[src/rtl/zpg_pkg.sv]
package zpg_pkg;
    localparam int PH_W = 24;
    localparam int AMP_W = 11;
    localparam int OUT_W = 16;
    localparam int SIN_AW = 8;
    localparam int SIN_DW = 12;
    localparam int N_COEF = 10;
    localparam int CNT_W = 16;
    localparam logic [7:0] A_COEF0 = 8'h00;
    localparam logic [7:0] A_AMP = 8'h28;
    localparam logic [7:0] A_CTRL = 8'h2c;
    localparam logic [7:0] A_STAT = 8'h30;
    localparam int C_PHI = 0;
    localparam int C_X = 1;
    localparam int C_X2 = 2;
    localparam int C_XY = 3;
    localparam int C_Y = 4;
    localparam int C_Y2 = 5;
    localparam int C_XT = 6;
    localparam int C_YT = 7;
    localparam int C_T = 8;
    localparam int C_T2 = 9;
    localparam int CTRL_ENA_LSB = 0;
    localparam int CTRL_RGB = 3;
    localparam int CTRL_RESTORE = 4;
    localparam logic [AMP_W-1:0] AMP_DEFAULT = 11'h578;
    localparam logic [AMP_W-1:0] AMP_MAX = 11'h63c;
    localparam logic [2:0] ENA_YCC = 3'h1;
    localparam logic [2:0] ENA_RGB = 3'h7;
    localparam logic [PH_W-1:0] COEF_RESET = 24'h000000;
    localparam int PIPE_LAT = 4;
endpackage

[src/rtl/zpg_sine_rom.sv]
`timescale 1ns/10ps
module zpg_sine_rom #(
    parameter int AW = 8,
    parameter int DW = 12
) (
    input wire logic clock,
    input wire logic clk_en,
    input wire logic [AW-1:0] addr,
    output logic [DW-1:0] rdata
);
    localparam real PI = 3.14159265358979;
    logic [DW-1:0] table_q [2**AW];

    if (AW < 4 || DW < 4 || DW > 16) begin : g_bad
        $error("zpg_sine_rom: unsupported table size");
    end

    // Quarter wave sampled at bin centres so mirrored addresses never repeat zero.
    for (genvar i = 0; i < 2**AW; i++) begin : g_tab
        localparam int V = $rtoi($sin((real'(i) + 0.5) * PI / (2.0 * real'(2**AW)))
                                 * real'(2**(DW-1) - 1) + 0.5);
        assign table_q[i] = V[DW-1:0];
    end

    always_ff @(posedge clock) begin
        if (clk_en) begin
            rdata <= table_q[addr];
        end
    end
endmodule

[src/rtl/zpg_generator.sv]
`timescale 1ns/10ps
// Overview of operation
// - Phase sums constant, linear, cross terms and half of each square term.
// - Output level of each point follows the sine of its phase.
// - Amplitude settable zero to upper limit in 0.5 mV steps; scales sine.
// - Reset or restore of defaults loads the default 700 mV amplitude.
// - Horizontal coefficient gives a constant phase advance along each line.
// - Horizontal frequency is limited to plus or minus half the sample rate.
// - Horizontal square coefficient sweeps frequency with position along the line.
// - Cross coefficient changes horizontal frequency line by line.
// - Vertical coefficient gives a constant vertical frequency down the frame.
// - Vertical square coefficient sweeps vertical frequency down the frame.
// - Constant phase coefficient is added to every sample.
// - Horizontal frequency rises with time, flips phase at maximum, repeats.
// - Vertical frequency rises with time, flips phase at maximum, repeats.
// - Temporal coefficient alone swings the whole picture sinusoidally over time.
// - Signed temporal coefficient; negative sign reverses apparent motion.
// - Temporal frequency rises by its square coefficient, flips phase at maximum, repeats.
// - Three independent component enables; pattern only on enabled components.
// - Default enables: luma only for colour difference, all three for RGB.
module zpg_generator
    import zpg_pkg::*;
(
    input wire logic clock,
    input wire logic srst,
    input wire logic clk_en,
    input wire logic [7:0] reg_addr,
    input wire logic [31:0] reg_wdata,
    input wire logic reg_wr,
    input wire logic reg_rd,
    output logic [31:0] reg_rdata,
    input wire logic frame_start,
    input wire logic line_start,
    input wire logic active_in,
    output logic video_valid,
    output logic [zpg_pkg::OUT_W-1:0] comp0,
    output logic [zpg_pkg::OUT_W-1:0] comp1,
    output logic [zpg_pkg::OUT_W-1:0] comp2
);
    import zpg_pkg::*;

    function automatic logic is_coef(input logic [7:0] a);
        return (a[1:0] == 2'h0) && (a[7:2] < 6'(N_COEF));
    endfunction

    function automatic logic [PH_W-1:0] half(input logic [PH_W-1:0] v);
        return $signed(v) >>> 1;
    endfunction

    // Software-visible shadow set and the set the pattern actually uses.
    logic [PH_W-1:0] coef_sh [N_COEF];
    logic [PH_W-1:0] coef [N_COEF];
    logic [AMP_W-1:0] pattern_amplitude_sh;
    logic [AMP_W-1:0] pattern_amplitude;
    logic [2:0] comp_enable_sh;
    logic [2:0] comp_enable;
    logic rgb_space;
    logic [CNT_W-1:0] line_count;
    logic [CNT_W-1:0] frame_count;

    // Time accumulators, updated once per frame.
    logic [PH_W-1:0] time_h;
    logic [PH_W-1:0] time_v;
    logic [PH_W-1:0] time_sweep;
    logic [PH_W-1:0] time_phase;
    // Line and sample accumulators.
    logic [PH_W-1:0] line_phase;
    logic [PH_W-1:0] line_step;
    logic [PH_W-1:0] horiz_base;
    logic [PH_W-1:0] sample_phase;
    logic [PH_W-1:0] sample_step;

    // Sine pipeline.
    logic [PH_W-1:0] phase_p1;
    logic valid_p1;
    logic valid_p2;
    logic neg_p2;
    logic valid_p3;
    logic [SIN_DW-1:0] rom_data;
    logic signed [SIN_DW+AMP_W:0] prod_p3;

    wire logic [5:0] widx = reg_addr[7:2];
    wire logic wr_coef = reg_wr && is_coef(reg_addr);
    wire logic wr_amp = reg_wr && (reg_addr == A_AMP);
    wire logic wr_ctrl = reg_wr && (reg_addr == A_CTRL);
    wire logic restore = wr_ctrl && reg_wdata[CTRL_RESTORE];
    wire logic next_rgb = wr_ctrl ? reg_wdata[CTRL_RGB] : rgb_space;
    wire logic [AMP_W-1:0] amp_req = (reg_wdata[31:AMP_W] != '0) ? AMP_MAX
                                   : reg_wdata[AMP_W-1:0];
    wire logic [AMP_W-1:0] amp_clamped = (amp_req > AMP_MAX) ? AMP_MAX : amp_req;

    // Time terms as they stand for the frame that is starting.
    wire logic [PH_W-1:0] next_time_h = time_h + coef_sh[C_XT];
    wire logic [PH_W-1:0] next_time_v = time_v + coef_sh[C_YT];
    wire logic [PH_W-1:0] next_time_phase = time_phase + coef_sh[C_T] + time_sweep
                                          + half(coef_sh[C_T2]);

    wire logic [SIN_AW-1:0] rom_addr = phase_p1[PH_W-2] ? ~phase_p1[PH_W-3 -: SIN_AW]
                                                       : phase_p1[PH_W-3 -: SIN_AW];
    wire logic signed [SIN_DW-1:0] sine_p2 = neg_p2 ? -$signed(rom_data)
                                                    : $signed(rom_data);
    wire logic signed [OUT_W-1:0] level = OUT_W'(prod_p3 >>> AMP_W);

    if (PH_W < SIN_AW + 2 || AMP_W + SIN_DW > OUT_W + AMP_W + 1) begin : g_bad
        $error("zpg_generator: package widths cannot be served");
    end

    // Register writes.
    for (genvar i = 0; i < N_COEF; i++) begin : g_coef
        always_ff @(posedge clock) begin
            if (srst) begin
                coef_sh[i] <= COEF_RESET;
            end else if (clk_en) begin
                if (restore) begin
                    coef_sh[i] <= COEF_RESET;
                end else if (wr_coef && widx == 6'(i)) begin
                    coef_sh[i] <= reg_wdata[PH_W-1:0];
                end
            end
        end

        // No frame mixes two coefficient sets: the copy happens only here.
        always_ff @(posedge clock) begin
            if (srst) begin
                coef[i] <= COEF_RESET;
            end else if (clk_en && frame_start) begin
                coef[i] <= coef_sh[i];
            end
        end
    end

    always_ff @(posedge clock) begin
        if (srst) begin
            pattern_amplitude_sh <= AMP_DEFAULT;
            comp_enable_sh <= ENA_YCC;
            rgb_space <= 1'b0;
        end else if (clk_en) begin
            rgb_space <= next_rgb;
            if (restore) begin
                pattern_amplitude_sh <= AMP_DEFAULT;
                comp_enable_sh <= next_rgb ? ENA_RGB : ENA_YCC;
            end else begin
                if (wr_amp) begin
                    pattern_amplitude_sh <= amp_clamped;
                end
                if (wr_ctrl) begin
                    comp_enable_sh <= reg_wdata[CTRL_ENA_LSB +: 3];
                end
            end
        end
    end

    always_ff @(posedge clock) begin
        if (srst) begin
            pattern_amplitude <= AMP_DEFAULT;
            comp_enable <= ENA_YCC;
        end else if (clk_en && frame_start) begin
            pattern_amplitude <= pattern_amplitude_sh;
            comp_enable <= comp_enable_sh;
        end
    end

    // Register reads: data stand after the strobe until the next enabled clock edge.
    always_ff @(posedge clock) begin
        if (srst) begin
            reg_rdata <= 32'h0;
        end else if (clk_en) begin
            reg_rdata <= 32'h0;
            if (reg_rd) begin
                if (is_coef(reg_addr)) begin
                    reg_rdata <= 32'($signed(coef_sh[widx[3:0]]));
                end else if (reg_addr == A_AMP) begin
                    reg_rdata <= 32'(pattern_amplitude_sh);
                end else if (reg_addr == A_CTRL) begin
                    reg_rdata <= {28'h0, rgb_space, comp_enable_sh};
                end else if (reg_addr == A_STAT) begin
                    reg_rdata <= {frame_count, line_count};
                end
            end
        end
    end

    // Frame-rate time terms. Modular phase arithmetic makes the swept
    // frequencies alias past half the sample rate, which is the phase flip.
    always_ff @(posedge clock) begin
        if (srst) begin
            time_h <= '0;
            time_v <= '0;
            time_sweep <= '0;
            time_phase <= '0;
            frame_count <= '0;
        end else if (clk_en && frame_start) begin
            time_h <= next_time_h;
            time_v <= next_time_v;
            time_sweep <= time_sweep + coef_sh[C_T2];
            time_phase <= next_time_phase;
            frame_count <= frame_count + 1'b1;
        end
    end

    // Line-rate terms: phase at x = 0 and per-sample step for each line.
    always_ff @(posedge clock) begin
        if (srst) begin
            line_phase <= '0;
            line_step <= '0;
            horiz_base <= '0;
            line_count <= '0;
        end else if (clk_en) begin
            if (frame_start) begin
                line_phase <= coef_sh[C_PHI] + next_time_phase;
                line_step <= coef_sh[C_Y] + next_time_v + half(coef_sh[C_Y2]);
                horiz_base <= coef_sh[C_X] + next_time_h;
                line_count <= '0;
            end else if (line_start) begin
                line_phase <= line_phase + line_step;
                line_step <= line_step + coef[C_Y2];
                horiz_base <= horiz_base + coef[C_XY];
                line_count <= line_count + 1'b1;
            end
        end
    end

    // Sample-rate terms along the active line.
    always_ff @(posedge clock) begin
        if (srst) begin
            sample_phase <= '0;
            sample_step <= '0;
        end else if (clk_en) begin
            if (line_start) begin
                sample_phase <= line_phase;
                sample_step <= horiz_base + half(coef[C_X2]);
            end else if (active_in) begin
                // Step is a cycle fraction per sample, so it cannot pass half
                // the sample rate; larger values alias in sign.
                sample_phase <= sample_phase + sample_step;
                sample_step <= sample_step + coef[C_X2];
            end
        end
    end

    // Stage 1: capture phase of the current sample.
    always_ff @(posedge clock) begin
        if (srst) begin
            phase_p1 <= '0;
            valid_p1 <= 1'b0;
        end else if (clk_en) begin
            phase_p1 <= sample_phase;
            valid_p1 <= active_in && !line_start;
        end
    end

    zpg_sine_rom #(
        .AW(SIN_AW),
        .DW(SIN_DW)
    ) u_rom (
        .clock(clock),
        .clk_en(clk_en),
        .addr(rom_addr),
        .rdata(rom_data)
    );

    // Stage 2 and 3: sign restore and amplitude scaling.
    always_ff @(posedge clock) begin
        if (srst) begin
            valid_p2 <= 1'b0;
            neg_p2 <= 1'b0;
            valid_p3 <= 1'b0;
            prod_p3 <= '0;
        end else if (clk_en) begin
            valid_p2 <= valid_p1;
            neg_p2 <= phase_p1[PH_W-1];
            valid_p3 <= valid_p2;
            prod_p3 <= sine_p2 * $signed({1'b0, pattern_amplitude});
        end
    end

    // Stage 4: disabled components sit at zero level.
    always_ff @(posedge clock) begin
        if (srst) begin
            video_valid <= 1'b0;
            comp0 <= '0;
            comp1 <= '0;
            comp2 <= '0;
        end else if (clk_en) begin
            video_valid <= valid_p3;
            comp0 <= (valid_p3 && comp_enable[0]) ? level : '0;
            comp1 <= (valid_p3 && comp_enable[1]) ? level : '0;
            comp2 <= (valid_p3 && comp_enable[2]) ? level : '0;
        end
    end
endmodule

[config.mk]
export PLATFORM = sky130hd
export DESIGN_NAME = zpg_generator
export DESIGN_NICKNAME = d
export VERILOG_FILES = /design/src/rtl/zpg_pkg.sv /design/src/rtl/zpg_sine_rom.sv /design/src/rtl/zpg_generator.sv
export SDC_FILE = /design/constraint.sdc
export NUM_CORES = 2
export LEC_CHECK = 0
export CORE_UTILIZATION = 40
export CTS_CLUSTER_DIAMETER = 150
export CTS_CLUSTER_SIZE = 20
export DETAILED_ROUTE_END_ITERATION = 8
export DONT_BUFFER_PORTS = 1
export PLACE_DENSITY = 0.58
export SLEW_MARGIN = 15
export SYNTH_ARGS = -nofsm -noshare
export SYNTH_HDL_FRONTEND = slang
export SYNTH_SLANG_ARGS = --single-unit
[constraint.sdc]
create_clock -name clock -period 9.2 [get_ports clock]
set_clock_uncertainty 0.05 [all_clocks]
set_input_delay 1.38 -clock clock [delete_from_list [all_inputs] [get_ports clock]]
set_output_delay 1.38 -clock clock [all_outputs]
set_load 0.01 [all_outputs]
==> impl_metrics.ini <==
[run_status]
status = finished, final reports clean

[yosys]
synth_ff_type = dfxtp_1
syn-cell-area_um2 = 52000
synth_cell_types = 87
synthArstFlopShare_pct = 0
synth_top_area_cell = edfxtp_1
yosys.area.top_type_share_pct = 18.7
yosys-top-cells-area = edfxtp_1, dfxtp_1, ha_1
synth-seq-area-share_pct = 33.1
syn_inst = 5868
ys_ff_latch = 699
syn_nets = 6486
synth_most_common_cell = nand2_1
yosys-top-cells-count = nand2_1, nor2_1, a21oi_1
synth_edf_count = 323
synth_warnings = 0
avgSynthCellArea_um2 = 8.86

[placed_design]
gp_congestion = 0.942
dpl_worst_slack_ns = 2.07
portBuffers = 0
hpwl_mm = 116
post-place-cells = 7316

[worst_setup_path]
rr_worst_depth = 25
end_kind = flip-flop
crit_type = reg2reg
critPathRequiredTime_ns = 9.66
r2r_slack_ns = 2.07
worstSetupStartpointType = flip-flop
rr_startpoint = u_rom.rdata[0]
cp_data_arrival_time_ns = 7.59
reg2reg_to = prod_p3[23]
crit_fanout = 12

[layout]
fin_cells = 7387
fillCellCount = 12700
final_util_pct = 42.6
layout.nets = 6247
drive_above_1_share_pct = 4.07
syn_to_final_growth_pct = 5.10

[global_route]
grt_pass1_wl_mm = 243
grt_overflow_total = 0
antenna_found_initial = 5
grt_usage_pct = 23.9
grt_pass1_vias = 40500
grt_start_max_net_pins = 323

[timing]
setup_viol = 0
rsz0062_at_grt = false
hold_viol_final = 0
tightest_slew_ns = 1.17
tns_ns = 0
fin_crit_sh_pct = 77.5
fmax_ghz = 0.140
setup_slack_ns = 2.07
maxSlewViolCount = 0
slew_headroom_pct = 21.4
layout_min_cycle_time_ns = 7.13

[routing]
viasPerCell = 5.68
drcViolationCount = 0
via_count = 42000
drt_iter0_drc = 4178
avgRoutedWirePerCell_um = 21.6
dr.pass1.iters = 6
routed_wl_mm = 159
ant_nets = 0

[clock_tree]
post-cts-setup-buffers = 0
cts_buffer_depth = 3
cts_tree = done
cts_buffers = 40
cts.hold.buffers_added = 0
clock_latency_ns = 0.63
root_buffer = clkbuf_16
clock_sink_count = 699
cts-htree-levels = 2
path_clk_slew_ns = 0.10
cts-resized-gates = 0

[power]
ir_drop_mv = 0.278
cellLeakagePower_nw = 22.4
powerDensity_nw_per_um2 = 235

[hold_path]
hp-start = comp_enable[2]
min-delay-path-class = reg2reg
min_path_cells = 2
min_to = comp_enable[2]

[floorplanning]
core_area_um2 = 128000
dieArea_um2 = 131000
die-height_um = 363
fp-row-count = 131
die_w_um = 363
start_util_pct = 40.6
ios = 129

[job]
drv_cap = 0
## layout by cell type, fill, tap and decap left out, types with 118 or more instances in the layout
cell / count
nand3_1: 118
and2_1: 346
nor3_1: 134
a21oi_1: 455
ha_1: 365
inv_1: 434
edfxtp_1: 323
fa_1: 205
xnor2_1: 201
o21ai_0: 287
nor2_1: 490
dfxtp_1: 375
nand2_1: 566
## power by group
part | total [mW] | switching, mW | internal [mW]
combinational | 7.09 | 4.23 | 2.86
clock | 1.95 | 1.11 | 0.845
sequential | 3.79 | 0.287 | 3.50
## flip-flops by register name (all words and copies together) (netlist names), 16 cells and up
name	cells
sample_phase	24
time_sweep	24
reg_rdata	32
line_step	24
sample_step	24
horiz_base	24
coef_sh	240
line_count	16
coef	72
time_v	24
line_phase	24
time_h	24
time_phase	24
frame_count	16
## routing by layer
layer	track usage (%)	wire length [um]	vias to the layer above	part of all wire, %
li1	-	-	20100	-
met1	32.9	71200	20300	45
met2	38.3	71300	1381	45
met3	3.78	11500	197	7.2
met4	7.34	5140	0	3.2
met5	0	0	-	0
## worst max-delay path: stages (launching register included)
cell and delay [ns]:
edfxtp_1 0.55, inv_1 0.08, ha_1 0.23, nand3b_1 0.12
o21ai_0 0.13, xnor2_1 0.76, nand2_1 0.18, fa_1 0.57
inv_1 0.05, fa_1 0.42, fa_1 0.51, fa_1 0.55
inv_1 0.05, fa_1 0.48, inv_1 0.04, ha_1 0.33
a21oi_1 0.15, o21ai_0 0.09, a21oi_1 0.17, nand2_1 0.07
a31oi_1 0.37, o21ai_1 0.18, o21a_1 0.22, o21ai_1 0.19
a2111oi_0 0.12, a311o_1 0.35
## worst max-delay path by stage
stage	endpoint	start	slack, ns	depth (start not counted)
global route	prod_p3[23]	u_rom.rdata[0]	1.52	25
detailed placement	prod_p3[23]	u_rom.rdata[0]	2.07	25
CTS	prod_p3[23]	u_rom.rdata[0]	2.02	25
finish	prod_p3[23]	u_rom.rdata[0]	2.07	25
floorplan	prod_p3[23]	u_rom.rdata[0]	2.78	26
global placement	prod_p3[23]	u_rom.rdata[0]	2.15	25
## layout make-up
cell class / count / area, um2 / share of cell area [%]
Tap cell: 1729 / 2160 / 3.96
Antenna cell: 1 / 2.50 / 0.00458
Clock inverter: 2 / 17.5 / 0.0321
Inverter: 438 / 1650 / 3.01
Sequential cell: 699 / 17200 / 31.5
Timing Repair Buffer: 52 / 403 / 0.737
Multi-Input combinational cell: 4398 / 32100 / 58.7
Clock buffer: 68 / 1130 / 2.06
## logic make-up (layout without fill, tap and decap cells)
group / count (synthesis) / after routing / share of synthesized area, %
AOI/OAI and AO/OA: 1463 / 1463 / 18.0
xor gates and xnor gates: 319 / 319 / 5.37
adders and majority gates: 570 / 570 / 16.7
buffers and inverters: 771 / 560 / 5.67
DFF: 699 / 699 / 33.1
muxes: 129 / 129 / 3.69
other: 0 / 1 / 0
and+or+nand+nor: 1917 / 1917 / 17.5
## per-stage QoR
step	instance area, um2	hold slack, ns	power (mW)
CTS	54600	0.405	12.8
detailed placement	53500	0.396	10.9
global placement	53500	0.394	10.8
finish	54600	0.410	12.8
global route	54600	0.424	13.8
floorplan	52000	0.382	9.00
(Power assumes the default switching activity.)
